`config.mk`:
```
export PLATFORM = sky130hd
export DESIGN_NAME = mxb_bus
export DESIGN_NICKNAME = d
export VERILOG_FILES = /design/src/logic/mxb_pkg.sv /design/src/logic/mxb_lane.sv /design/src/logic/mxb_bus.sv
export VERILOG_INCLUDE_DIRS = /design/src /design/src/logic
export SDC_FILE = /design/constraint.sdc
export NUM_CORES = 1
export LEC_CHECK = 0
export ABC_AREA = 1
export BUFFER_PORTS_ARGS = -buffer_cell sky130_fd_sc_hd__buf_2
export CAP_MARGIN = 10
export CORE_MARGIN = 2
export CORE_UTILIZATION = 49
export DETAILED_ROUTE_END_ITERATION = 7
export GPL_TIMING_DRIVEN = 1
export PLACE_DENSITY = 0.79
export SLEW_MARGIN = 10
export SYNTH_ARGS = -nofsm -noshare
export SYNTH_HDL_FRONTEND = slang
export SYNTH_SLANG_ARGS = --single-unit
```
`constraint.sdc`:
```
create_clock -name CORE_CLK -period 2.55 [get_ports CORE_CLK]
set_input_delay 0.1275 -clock CORE_CLK [delete_from_list [all_inputs] [get_ports CORE_CLK]]
set_output_delay 0.1275 -clock CORE_CLK [all_outputs]
set_load 0.01 [all_outputs]
```
`src/logic/mxb_consts.svh`:
```
// Constants for the multiplexed address/data bus pin sequencer.
// Overview of operation
// - The upper address/status lines carry address bits in the address phase and status in the second, third and fourth bus states.
// - On the sixteen-bit bus the status driven on the upper lines during the data states is always zero.
// - On the eight-bit bus the middle address lines hold a valid address for the whole bus cycle.
// - In the address phase of all but acknowledge cycles address bits 13 to 15 appear on the top three shared lines, ready for the latch strobe.
// - In interrupt acknowledge cycles the top three shared lines carry the cascade select code.
// - In the address phase address bits 0 to 12 appear on the low shared lines, on both the eight-bit and the sixteen-bit bus.
// - After the address phase the shared lines carry the data, the low eight only on the eight-bit bus; the processor drives writes, the far device reads.
// - A three-bit bus cycle status code on its own pins names the kind of cycle being started.
// - The status codes are 0 acknowledge, 1 I/O read, 2 I/O write, 3 halt, 4 fetch, 5 memory read, 6 memory write, 7 passive.
// - The address latch strobe pulses in the address phase so outside transparent latches capture the address.
`ifndef MXB_CONSTS_SVH
`define MXB_CONSTS_SVH
`define MXB_ST_INTA 3'h0
`define MXB_ST_IORD 3'h1
`define MXB_ST_IOWR 3'h2
`define MXB_ST_HALT 3'h3
`define MXB_ST_FETCH 3'h4
`define MXB_ST_MEMRD 3'h5
`define MXB_ST_MEMWR 3'h6
`define MXB_ST_PASSIVE 3'h7
`define MXB_PIN_W 19
`define MXB_UPPER_LSB 16
`define MXB_TOP_LSB 13
`define MXB_MID_LSB 8
`define MXB_RST_PIN_OUT 19'h00000
`define MXB_RST_PIN_OE_N 19'h7ffff
`define MXB_RST_STATUS 3'h7
`define MXB_RST_DATA 16'h0000
`endif

```
`src/logic/mxb_pkg.sv`:
```
// Types shared by the multiplexed bus pin sequencer.
package mxb_pkg;
	typedef enum logic [2:0] {MXB_IDLE, MXB_T1, MXB_T2, MXB_T3, MXB_T4} mxb_state_t;
	typedef logic [2:0] mxb_code_t;
endpackage

```
`src/logic/mxb_lane.sv`:
```
// Registered pin lanes: one output and one active-low enable flip-flop per pin.
`include "mxb_consts.svh"
module mxb_lane
	import mxb_pkg::*;
#(
	parameter int W = `MXB_PIN_W
) (
	input wire logic clk,
	input wire logic rst,
	input wire logic [W-1:0] out_next,
	input wire logic [W-1:0] oe_n_next,
	output logic [W-1:0] out_q,
	output logic [W-1:0] oe_n_q
);
	genvar i;
	generate
		for (i = 0; i < W; i++) begin : g_bit
			always_ff @(posedge clk or posedge rst) begin
				if (rst) begin
					out_q[i] <= 1'b0;
					oe_n_q[i] <= 1'b1;
				end else begin
					out_q[i] <= out_next[i];
					oe_n_q[i] <= oe_n_next[i];
				end
			end
		end
	endgenerate
endmodule

```
`src/logic/mxb_bus.sv`:
```
// Bus cycle sequencer driving the multiplexed address, data, status and strobe pins.
`include "mxb_consts.svh"
module mxb_bus
	import mxb_pkg::*;
(
	input wire logic CORE_CLK,
	input wire logic RST,
	input wire logic BUS8_STRAP,
	input wire logic REQ_VALID,
	input wire logic [2:0] REQ_KIND,
	input wire logic [18:0] REQ_ADDR,
	input wire logic [15:0] REQ_WDATA,
	input wire logic [2:0] REQ_CASCADE,
	input wire logic [2:0] REQ_UPPER_STATUS,
	output logic REQ_READY,
	output logic [15:0] RD_DATA,
	output logic RD_VALID,
	output logic BUS8_MODE,
	output logic [2:0] UPPER_OUT,
	output logic [2:0] UPPER_OE_N,
	input wire logic [15:0] AD_IN,
	output logic [15:0] AD_OUT,
	output logic [15:0] AD_OE_N,
	output logic [2:0] BUS_CYCLE_STATUS_CODE,
	output logic ALE
);
	mxb_state_t state_reg, state_next;
	mxb_code_t kind_reg;
	logic [18:0] addr_reg;
	logic [15:0] wdata_reg;
	logic [2:0] cas_reg;
	logic [2:0] ust_reg;
	logic bus8_reg;
	logic strap_done_reg;
	logic ready_reg;
	logic [15:0] rd_data_reg;
	logic rd_valid_reg;
	logic [2:0] status_reg;
	logic ale_reg;
	logic [18:0] pin_out_q, pin_oe_n_q;

	// Requests are taken only where a new cycle may start, so cycles follow back to back.
	wire slot_free = (state_reg == MXB_IDLE) || (state_reg == MXB_T4);
	// Taking only while REQ_READY shows high keeps the strap edge from starting an unannounced cycle.
	wire accept = REQ_VALID && slot_free && ready_reg && (REQ_KIND != `MXB_ST_PASSIVE);

	wire mxb_code_t kind_n = accept ? REQ_KIND : kind_reg;
	wire [18:0] addr_n = accept ? REQ_ADDR : addr_reg;
	wire [15:0] wdata_n = accept ? REQ_WDATA : wdata_reg;
	wire [2:0] cas_n = accept ? REQ_CASCADE : cas_reg;
	wire [2:0] ust_n = accept ? REQ_UPPER_STATUS : ust_reg;

	// Four states per cycle: address first, then status and data.
	always_comb begin
		state_next = state_reg;
		case (state_reg)
			MXB_IDLE: state_next = accept ? MXB_T1 : MXB_IDLE;
			MXB_T1: state_next = MXB_T2;
			MXB_T2: state_next = MXB_T3;
			MXB_T3: state_next = MXB_T4;
			MXB_T4: state_next = accept ? MXB_T1 : MXB_IDLE;
			default: state_next = MXB_IDLE;
		endcase
	end

	wire s_addr = (state_next == MXB_T1);
	wire s_data = (state_next == MXB_T2) || (state_next == MXB_T3) || (state_next == MXB_T4);
	wire s_busy = s_addr || s_data;
	wire is_inta = (kind_n == `MXB_ST_INTA);
	wire is_write = (kind_n == `MXB_ST_IOWR) || (kind_n == `MXB_ST_MEMWR);
	wire drive_wdata = s_data && is_write;

	// Upper lines: address first, then status, forced to zero on the wide bus.
	wire [2:0] upper_stat = bus8_reg ? ust_n : 3'h0;
	wire [2:0] upper_n = s_addr ? addr_n[18:16] : (s_data ? upper_stat : 3'h0);
	// Released while idle and in reset; reset leaves them free as test inputs.
	wire [2:0] upper_oe_n = s_busy ? 3'h0 : 3'h7;

	// Top three shared lines: address, cascade code in acknowledge cycles, or data.
	wire [2:0] top_n = (s_busy && is_inta) ? cas_n :
		(s_addr || (s_data && bus8_reg)) ? addr_n[15:13] :
		wdata_n[15:13];
	wire top_drive = (s_busy && is_inta) || s_addr || (s_data && bus8_reg) || drive_wdata;
	wire [2:0] top_oe_n = top_drive ? 3'h0 : 3'h7;

	// Middle lines keep the address through the cycle on the narrow bus.
	wire [4:0] mid_n = (s_addr || (s_data && bus8_reg)) ? addr_n[12:8] : wdata_n[12:8];
	wire mid_drive = s_addr || (s_data && bus8_reg) || (drive_wdata && !bus8_reg);
	wire [4:0] mid_oe_n = mid_drive ? 5'h00 : 5'h1f;

	// Low byte: address in the first state, write data after it; released on reads.
	wire [7:0] low_n = s_addr ? addr_n[7:0] : wdata_n[7:0];
	wire [7:0] low_oe_n = (s_addr || drive_wdata) ? 8'h00 : 8'hff;

	wire [18:0] pin_out_n = {upper_n, top_n, mid_n, low_n};
	wire [18:0] pin_oe_n_n = {upper_oe_n, top_oe_n, mid_oe_n, low_oe_n};

	// Status is valid from the address state into the second state, then goes passive.
	wire [2:0] status_n = (s_addr || (state_next == MXB_T2)) ? kind_n : `MXB_ST_PASSIVE;
	wire ale_n = s_addr;

	// Read data is taken at the end of the third state, one byte wide on the narrow bus.
	wire rd_take = (state_reg == MXB_T3) && (kind_reg != `MXB_ST_HALT) &&
		(kind_reg != `MXB_ST_IOWR) && (kind_reg != `MXB_ST_MEMWR);
	wire [15:0] rd_word = bus8_reg ? {8'h00, AD_IN[7:0]} : AD_IN;
	wire ready_n = strap_done_reg && ((state_next == MXB_IDLE) || (state_next == MXB_T4));

	mxb_lane #(.W(`MXB_PIN_W)) u_lane (
		.clk(CORE_CLK),
		.rst(RST),
		.out_next(pin_out_n),
		.oe_n_next(pin_oe_n_n),
		.out_q(pin_out_q),
		.oe_n_q(pin_oe_n_q)
	);

	always_ff @(posedge CORE_CLK or posedge RST) begin
		if (RST) begin
			state_reg <= MXB_IDLE;
		end else begin
			state_reg <= state_next;
		end
	end

	always_ff @(posedge CORE_CLK or posedge RST) begin
		if (RST) begin
			kind_reg <= `MXB_ST_PASSIVE;
		end else begin
			kind_reg <= kind_n;
		end
	end

	always_ff @(posedge CORE_CLK or posedge RST) begin
		if (RST) begin
			addr_reg <= 19'h00000;
		end else begin
			addr_reg <= addr_n;
		end
	end

	always_ff @(posedge CORE_CLK or posedge RST) begin
		if (RST) begin
			wdata_reg <= `MXB_RST_DATA;
		end else begin
			wdata_reg <= wdata_n;
		end
	end

	always_ff @(posedge CORE_CLK or posedge RST) begin
		if (RST) begin
			cas_reg <= 3'h0;
		end else begin
			cas_reg <= cas_n;
		end
	end

	always_ff @(posedge CORE_CLK or posedge RST) begin
		if (RST) begin
			ust_reg <= 3'h0;
		end else begin
			ust_reg <= ust_n;
		end
	end

	// The width strap is caught on the first edge after reset is released, never by the reset itself.
	always_ff @(posedge CORE_CLK or posedge RST) begin
		if (RST) begin
			bus8_reg <= 1'b0;
			strap_done_reg <= 1'b0;
		end else if (!strap_done_reg) begin
			bus8_reg <= BUS8_STRAP;
			strap_done_reg <= 1'b1;
		end
	end

	always_ff @(posedge CORE_CLK or posedge RST) begin
		if (RST) begin
			status_reg <= `MXB_RST_STATUS;
		end else begin
			status_reg <= status_n;
		end
	end

	always_ff @(posedge CORE_CLK or posedge RST) begin
		if (RST) begin
			ale_reg <= 1'b0;
		end else begin
			ale_reg <= ale_n;
		end
	end

	always_ff @(posedge CORE_CLK or posedge RST) begin
		if (RST) begin
			ready_reg <= 1'b0;
		end else begin
			ready_reg <= ready_n;
		end
	end

	always_ff @(posedge CORE_CLK or posedge RST) begin
		if (RST) begin
			rd_valid_reg <= 1'b0;
		end else begin
			rd_valid_reg <= rd_take;
		end
	end

	// Read data hold between reads, so a late look still finds the last value.
	always_ff @(posedge CORE_CLK or posedge RST) begin
		if (RST) begin
			rd_data_reg <= `MXB_RST_DATA;
		end else if (rd_take) begin
			rd_data_reg <= rd_word;
		end
	end

	assign REQ_READY = ready_reg;
	assign RD_DATA = rd_data_reg;
	assign RD_VALID = rd_valid_reg;
	assign BUS8_MODE = bus8_reg;
	assign UPPER_OUT = pin_out_q[18:16];
	assign UPPER_OE_N = pin_oe_n_q[18:16];
	assign AD_OUT = pin_out_q[15:0];
	assign AD_OE_N = pin_oe_n_q[15:0];
	assign BUS_CYCLE_STATUS_CODE = status_reg;
	assign ALE = ale_reg;
endmodule

```
==> results of run 1 <==
-- power groups by stage --
stage | Clock (mW) | Combinational [mW] | Sequential [mW]
floorplan | 0 | 1.21 | 2.34
global placement | 0 | 1.84 | 2.19
detailed placement | 0 | 1.91 | 2.20
CTS | 0.807 | 1.95 | 2.18
global route | 0.872 | 2.20 | 2.24
finish | 0.782 | 1.94 | 2.18
-- what timing repair did --
item	in CTS	in global routing
endpoints found under the hold margin	49	0
setup buffers	0	0
setup endpoints to repair	0	0
hold buffers	24	0
-- stage by stage --
step	cells	worst slack [ps]	util [%]	hold slack [ps]
4_1_cts	606	640	64.9	3.39
5_1_grt	606	441	64.9	14.7
3_5_place_dp	567	662	59.1	231
6_report	606	662	64.9	12.7
2_1_floorplan	371	302	-	237
3_3_place_gp	567	772	59.1	223
-- cells by family (layout without fill, tap and decap cells) --
kind of cell / Yosys count / in the layout / share of synthesized area, %
AO/OA/AOI/OAI: 36 / 36 / 5.29
buffers and inverters: 66 / 205 / 10.1
flip-flops: 83 / 83 / 60.9
other: 1 / 1 / 0.109
AND/OR/NAND/NOR: 185 / 185 / 23.7
-- metal layers --
layer	vias up	routed length (um)
met3	6	534
met4	0	40
met5	-	0
met2	102	3530
li1	1394	-
met1	1272	3240
-- cells in the mapped netlist --
cell,n
dfstp_2,10
nor3_2,1
nand2_2,4
nand3b_1,3
nor2_4,3
nand4_1,2
a21oi_1,1
o21ai_0,22
inv_1,31
buf_6,3
clkbuf_1,1
nand2_1,146
nor3b_1,1
nor2_2,2
conb_1,1
and2_1,3
nand3_4,2
o21ai_1,12
a31oi_1,1
nand3_1,15
inv_2,5
nor2_1,3
dfrtp_1,73
buf_2,6
clkinv_1,2
buf_4,18
-- worst max-delay path, cell delays in order (launching register included) --
cell,delay [ps]
dfrtp_1,430
nor2_4,210
nand3_4,320
inv_2,480
nand2_1,90
nand2_1,100
nand3_1,100
nand2_1,90
-- cell type report --
| class | count | area (um2) | area share (%) |
|---|---|---|---|
| sequential | 83 | 2090 | 47.4 |
| timing repair buffer | 152 | 903 | 20.5 |
| clock inverter | 6 | 33.8 | 0.766 |
| multi-input combinational | 222 | 997 | 22.6 |
| inverter | 38 | 144 | 3.26 |
| clock buffer | 9 | 124 | 2.81 |
| tap | 96 | 120 | 2.72 |
-- final timing paths --
kind,startpoint,depth (start not counted),slack (ps),to
setup / recovery,state_reg[1],7,660,u_lane.out_q[15]
max in group asynchronous,RST,4,1480,RD_DATA[11]
setup reg to reg,state_reg[1],7,660,u_lane.out_q[15]
hold reg to reg,wdata_reg[7],2,480,wdata_reg[7]
hold / removal,REQ_CASCADE[1],3,10,cas_reg[1]
min in group asynchronous,RST,3,410,wdata_reg[5]
==> summary.md, run 1 <==
| Metric | Value |
|---|---|
| Status | `finished clean` |
| Synthesized instance count | `371` |
| Post-synth top area share | `53.2%` |
| Final instance area | `4410 um2` |
| GR peak layer | `met2` |
| Clock power frac | `16.0%` |
| P_sw | `1.87 mW` |
| GRT Overall Usage | `20.1%` |
| Synth-to-Final Area Change | `28.5%` |
| Post-DP Area | `4010 um2` |
| WS Path Type | `register to register` |
| GRT met3 Usage | `6.88%` |
| Achievable frequency | `0.530 GHz` |
| Fin Setup TNS | `0 ps` |
| # IOs | `125` |
| Worst VDD drop | `0.531 mV` |
| # setup viols final | `0` |
| Slew @ Worst Pin | `620 ps` |
| Mapped cell area | `3430 um2` |
| Pwr Density | `1110 nW/um2` |
| Critical path required time | `2830 ps` |
| Critical Path Source Type | `register` |
| Post-route DRC | `0` |
| Sequential share of the synthesized area | `60.9%` |
| Die ar. | `7690 um2` |
| Die width | `87.7 um` |
| Most common cell after layout, fill and taps aside | `nand2_1` |
| Max-slew headroom at the worst pin | `58.6%` |
| LEAKAGE | `2.43 nW` |
| Total number of yosys warnings | `0` |
| Sequential cell fraction of total power | `44.5%` |
| Starting Density | `50.5%` |
| Post-route ant nets | `0` |
| WL/cell | `12.1 um` |
| Dominant cells by area after synthesis | `dfrtp_1 53%, nand2_1 16%, dfstp_2 7.7%` |
| Die Y | `87.7 um` |
| Global-route wire length before repair | `11900 um` |
| Fin crit share | `74.1%` |
| Max reg flops | `19` |
| Share of layout cells above drive strength 1 | `33.5%` |
| P_int | `3.03 mW` |
| Setup Skew | `13.9 ps` |
| Syn Nets | `435` |
| Vias in the first global route | `2739` |
| Tot Pwr | `4.90 mW` |
| PostCTS Resize Cnt | `0` |
| Ant. Diodes | `0` |
| Most frequent cells in the layout | `146 x nand2_1, 124 x buf_2, 73 x dfrtp_1` |
| Switching Share | `38.2%` |
| Largest net degree at the start of global routing | `48` |
| Crit path max fanout | `33` |
| RSZ-0062 raised after global routing | `no` |
| Dominant cell type by area after synthesis | `dfrtp_1` |
| Syn_area_per_cell | `9.25 um2` |
| Post-synth cell types | `26` |
| H-tree depth | `3` |
| CTS Root Cell | `clkbuf_8` |
| Via Count | `2774` |
| Final hold vios | `0` |
| Hold Crit Class | `primary input to register` |
| CP arrival | `2170 ps` |
| Initial DRT Pass Iterations | `4` |
| Comb power frac | `39.6%` |
| FP Rows | `30` |
| Clk sinks | `83` |
| Drt initial violations | `142` |
| Port Buffer Count | `124` |
| GR Overflow Total | `0` |
| DP Wirelength | `5100 um` |
| Filler cell count | `572` |
| Vias per cell | `4.58` |
| M2 GR Usage | `33.2%` |
| Post-synthesis register bit count | `83` |
| Post-Route WL | `7340 um` |
| RePlAce Congestion | `0.774` |
| Min Tclk post-route | `1890 ps` |
| Clock transition at path regs | `80 ps` |
| Layout net count | `570` |
| Initial antenna violation count | `0` |
| CTS tree | `built` |
| Maximum Capacitance Violations | `0` |
| Crit path capture type | `register` |
| Core Area | `6790 um2` |
| Bufs on Longest Clock Path | `2` |
| GR Layer Usage met1 | `24.8%` |
| Later-pin clock latency in the skew report | `340 ps` |
| TritonCTS buffer count | `9` |
| Slew Limit Fails | `0` |
Power figures use the tool's default switching activity.
==> inputs of run 2 (changes only) <==
==> constraint.sdc (replaced) <==
create_clock -name CORE_CLK -period 1.9 [get_ports CORE_CLK]
set_input_delay 0.095 -clock CORE_CLK [delete_from_list [all_inputs] [get_ports CORE_CLK]]
set_output_delay 0.095 -clock CORE_CLK [all_outputs]
set_load 0.01 [all_outputs]
==> run 2 against run 1 <==
Against the previous run: register-to-register slack got worse by 430 ps; wire length increased by 4.5%; worst hold slack improved by 1.2 ps; via count increased by 3.4%; cell count increased by 4.0%; flip-flop and latch count unchanged; sequential share of layout area decreased by 2.5 points; total power increased by 35%; combinational power increased by 36%; highest routed layer unchanged.
==> summary.md, run 2 (synthesis results as in run 1) <==
| Metric | Value |
|---|---|
| Status | `finished clean` |
| LEAKAGE | `2.53 nW` |
| Crit path capture type | `register` |
| Fin crit share | `87.8%` |
| GR Overflow Total | `0` |
| Most common cell after layout, fill and taps aside | `nand2_1` |
| Post-Route WL | `7670 um` |
| TritonCTS buffer count | `9` |
| Bufs on Longest Clock Path | `2` |
| GRT Overall Usage | `20.8%` |
| Initial DRT Pass Iterations | `4` |
| Final hold vios | `0` |
| Ant. Diodes | `0` |
| Clk sinks | `83` |
| Port Buffer Count | `124` |
| FP Rows | `30` |
| Via Count | `2868` |
| Die ar. | `7690 um2` |
| RSZ-0062 raised after global routing | `no` |
| Crit path max fanout | `24` |
| Core Area | `6790 um2` |
| Pwr Density | `1420 nW/um2` |
| CP arrival | `1940 ps` |
| Slew @ Worst Pin | `624 ps` |
| Maximum Capacitance Violations | `0` |
| # setup viols final | `0` |
| DP Wirelength | `5060 um` |
| Initial antenna violation count | `0` |
| Vias per cell | `4.55` |
| Worst setup margin | `233 ps` |
| CTS tree | `built` |
| PostCTS Resize Cnt | `0` |
| WL/cell | `12.2 um` |
| Post-route DRC | `0` |
| Critical path required time | `2170 ps` |
| Starting Density | `50.5%` |
| Most frequent cells in the layout | `146 x nand2_1, 124 x buf_2, 73 x dfrtp_1` |
| Setup WS pre-CTS | `233 ps` |
| Worst VDD drop | `0.732 mV` |
| Share of layout cells above drive strength 1 | `32.0%` |
| Vias in the first global route | `2819` |
| Drt initial violations | `100` |
| RePlAce Congestion | `0.788` |
| Critical Path Source Type | `register` |
| Layout net count | `593` |
| Synth-to-Final Area Change | `35.7%` |
| Fin Setup TNS | `0 ps` |
| Clock transition at path regs | `70 ps` |
| Largest net degree at the start of global routing | `30` |
| Max-slew headroom at the worst pin | `58.3%` |
| CTS Root Cell | `clkbuf_8` |
| Post-DP Area | `4040 um2` |
| Global-route wire length before repair | `12300 um` |
| Post-route ant nets | `0` |
| Slew Limit Fails | `0` |
| Die width | `87.7 um` |
| Final instance area | `4660 um2` |
| Setup Skew | `10.5 ps` |
| Filler cell count | `539` |
| Achievable frequency | `0.600 GHz` |
| H-tree depth | `3` |
| WS Path Type | `register to register` |
| Die Y | `87.7 um` |
| Later-pin clock latency in the skew report | `340 ps` |
| Max reg flops | `19` |
| # IOs | `125` |
| Hold Crit Class | `primary input to register` |
| Min Tclk post-route | `1670 ps` |
run 2: cell count changes in the layout (fill, tap and decap cells not counted):
cell,delta
dlygate4sd3_1,+21
buf_4,+1
clkinv_4,-1
clkbuf_8,+1
clkinvlp_4,+1
clkbuf_1,+3
clkinv_2,-3
buf_12,+1
run 2: per-stage QoR:
step	util (%)	std cells	power [mW]	hold WS, ps
3_5_place_dp	59.5	569	5.50	213
3_3_place_gp	59.5	569	5.41	208
6_report	68.6	630	6.63	13.9
4_1_cts	68.6	630	6.67	1.09
5_1_grt	68.6	630	7.18	14.8
2_1_floorplan	-	371	4.76	205
run 2: report_power, final:
| group | total (mW) | internal (mW) | leakage [nW] | switching, mW |
|---|---|---|---|---|
| Combinational | 2.63 | 1.03 | 1.43 | 1.60 |
| Sequential | 2.93 | 2.61 | 1.01 | 0.320 |
| Clock | 1.07 | 0.506 | 0.0872 | 0.564 |
run 2: worst max-delay path, cell delays in order (launching register included):
cell     delay, ps
dfrtp_1        430
nor2_4         210
nand3_4        210
inv_2          370
nand2_1        120
nand2_1        110
nand3_1         80
nand2_1         80
run 2: layout make-up:
| cell class | instances | area, um2 | share of cell area (%) |
|---|---|---|---|
| sequential | 83 | 2090 | 44.9 |
| multi-input combinational | 222 | 997 | 21.4 |
| tap | 96 | 120 | 2.58 |
| clock inverter | 3 | 15.0 | 0.322 |
| inverter | 38 | 146 | 3.14 |
| timing repair buffer | 175 | 1140 | 24.5 |
| clock buffer | 13 | 149 | 3.20 |
run 2: path summary, 6_finish.rpt:
path	startpoint	endpoint	slack, ps	cells past startpoint
worst max-delay path	state_reg[1]	u_lane.out_q[15]	230	7
worst min-delay path	REQ_ADDR[7]	u_lane.out_q[7]	10	3
worst max register to register	state_reg[1]	u_lane.out_q[15]	230	7
worst min register to register	strap_done_reg	BUS8_MODE	460	1
max in group asynchronous	RST	u_lane.oe_n_q[16]	900	4
min in group asynchronous	RST	ust_reg[1]	380	3
run 2: metal layers:
| metal | routed length, um | global-route usage [%] | vias to the layer above |
|---|---|---|---|
| li1 | - | - | 1447 |
| met1 | 3350 | 26.3 | 1304 |
| met2 | 3740 | 35.3 | 107 |
| met3 | 444 | 4.05 | 10 |
| met4 | 132 | 8.67 | 0 |
| met5 | 0 | 0 | - |
run 2: what timing repair did:
action / 4_1_cts / 5_1_grt
buffers inserted: 0 / 0
hold buffers: 45 / 0
hold endpoints to repair: 65 / 0
==> inputs of run 3 (changes only) <==
--- a/config.mk
+++ b/config.mk
@@ -9,6 +9,7 @@
 export ABC_AREA = 1
 export BUFFER_PORTS_ARGS = -buffer_cell sky130_fd_sc_hd__buf_2
 export CAP_MARGIN = 10
+export CORE_ASPECT_RATIO = 1.1
 export CORE_MARGIN = 2
 export CORE_UTILIZATION = 49
 export DETAILED_ROUTE_END_ITERATION = 7
==> run 3 against run 2 <==
Against the previous run: cell count down 0.79%; setup slack improved by 24 ps; total power is 6.8% higher; clock skew rose by 2.1 ps; critical endpoint is now u_lane.out_q[14].
==> summary.md, run 3 (synthesis results as in run 1) <==
| Metric | Value |
|---|---|
| Tot Pwr | `7.08 mW` |
| Slew Limit Fails | `0` |
| Largest net degree at the start of global routing | `84` |
| RSZ-0062 raised after global routing | `no` |
| Post-DP Area | `4010 um2` |
| Most frequent cells in the layout | `146 x nand2_1, 124 x buf_2, 73 x dfrtp_1` |
| Initial DRT Pass Iterations | `4` |
| Global-route wire length before repair | `12800 um` |
| Switching Share | `35.6%` |
| Post-Route WL | `7830 um` |
| Final hold vios | `0` |
| Comb power frac | `37.2%` |
| Setup Skew | `12.7 ps` |
| R2R Setup Slk | `260 ps` |
| Post-route DRC | `0` |
| FP Rows | `32` |
| Initial antenna violation count | `0` |
| Vias in the first global route | `2818` |
| H-tree depth | `3` |
| Die Y | `91.8 um` |
| GRT Overall Usage | `21.4%` |
| Fin crit share | `86.5%` |
| CTS tree | `built` |
| WS Path Type | `register to register` |
| Share of layout cells above drive strength 1 | `32.0%` |
| RePlAce Congestion | `0.794` |
| Maximum Capacitance Violations | `0` |
| P_sw | `2.52 mW` |
| CP arrival | `1880 ps` |
| Critical path required time | `2140 ps` |
| GR Overflow Total | `0` |
| Synth-to-Final Area Change | `39.3%` |
| Vias per cell | `4.67` |
| Clock power frac | `21.4%` |
| Layout net count | `599` |
| Achievable frequency | `0.609 GHz` |
| Die width | `83.8 um` |
| Filler cell count | `557` |
| P_int | `4.56 mW` |
| Core Area | `6890 um2` |
| Flip-flop and latch area | `2090 um2` |
| Core Util, Final | `69.4%` |
| Post-route ant nets | `0` |
| Crit path capture type | `register` |
| CTS Root Cell | `clkbuf_8` |
| Critical Path Source Type | `register` |
| Area of the multi-input gates | `997 um2` |
| Die ar. | `7690 um2` |
| Drt initial violations | `85` |
| Ant. Diodes | `0` |
| Port Buffer Count | `124` |
| Final instance area | `4780 um2` |
| TritonCTS buffer count | `9` |
| Hold Crit Class | `primary input to register` |
| Most common cell after layout, fill and taps aside | `nand2_1` |
| Hold WS | `17.9 ps` |
| LEAKAGE | `2.59 nW` |
| Sequential cell fraction of total power | `41.4%` |
| Max reg flops | `19` |
| DP Wirelength | `4900 um` |
| # IOs | `125` |
| Fin Setup TNS | `0 ps` |
| Crit path max fanout | `18` |
| Via Count | `2921` |
| Bufs on Longest Clock Path | `2` |
| Status | `finished clean` |
| Pwr Density | `1480 nW/um2` |
| # Post-CTS Setup Buffers | `0` |
| # setup viols final | `0` |
| Min Tclk post-route | `1640 ps` |
| Clock transition at path regs | `80 ps` |
| Worst VDD drop | `0.952 mV` |
| WL/cell | `12.5 um` |
| Clk sinks | `83` |
| Later-pin clock latency in the skew report | `350 ps` |
| Starting Density | `49.8%` |
==> run 3: power by group through the flow <==
| stage | Sequential [mW] | Combinational, mW | Clock, mW |
|---|---|---|---|
| global placement | 2.92 | 2.47 | 0 |
| global route | 3.02 | 2.99 | 1.64 |
| detailed placement | 2.94 | 2.55 | 0 |
| floorplan | 3.14 | 1.62 | 0 |
| CTS | 2.93 | 2.64 | 1.56 |
| finish | 2.93 | 2.64 | 1.52 |
==> run 3: per-layer routing <==
metal | share of wire, % | vias up | GRT usage (%)
met3 | 6.2 | 14 | 4.77
met4 | 1.9 | 0 | 9.14
met5 | 0 | - | 0
met1 | 40 | 1334 | 25.2
met2 | 52 | 117 | 37.8
li1 | - | 1456 | -
==> run 3: layout make-up <==
cell class / count / share of cell area [%]
flip-flops and latches: 83 / 43.7
repair buffers: 181 / 24.9
multi-input cells: 222 / 20.9
inverters: 38 / 3.06
clock buffers: 10 / 2.88
clock inverters: 6 / 2.36
well taps: 85 / 2.22
==> run 3: final timing paths <==
kind / from / to / cells past startpoint
setup / recovery: state_reg[1] / u_lane.out_q[14] / 8
hold / removal: REQ_WDATA[15] / wdata_reg[15] / 3
setup reg to reg: state_reg[1] / u_lane.out_q[14] / 8
hold reg to reg: wdata_reg[0] / wdata_reg[0] / 2
max in group asynchronous: RST / BUS_CYCLE_STATUS_CODE[2] / 4
min in group asynchronous: RST / wdata_reg[11] / 4
==> run 3: through the flow <==
stage                     worst slack, ps  std cells
after CTS                             254        624
after global placement                327        557
after detailed placement              266        557
after global routing                 94.6        625
final                                 257        625
after floorplan                       519        371
==> run 3: timing repair <==
| action | CTS | global route |
|---|---|---|
| hold endpoints to repair | 123 | 1 |
| gates resized for setup | 0 | 0 |
| hold buffers | 51 | 1 |
| endpoints found under the setup margin | 0 | 0 |
==> run 3: critical path: stages, from the launching register on <==
cell and delay, ps:
dfrtp_1 430, nor2_4 210, nand3_4 220, nand2_1 160
nand2_1 120, nor2_2 190, nand2_2 90, nand2_1 60
nand2_1 40
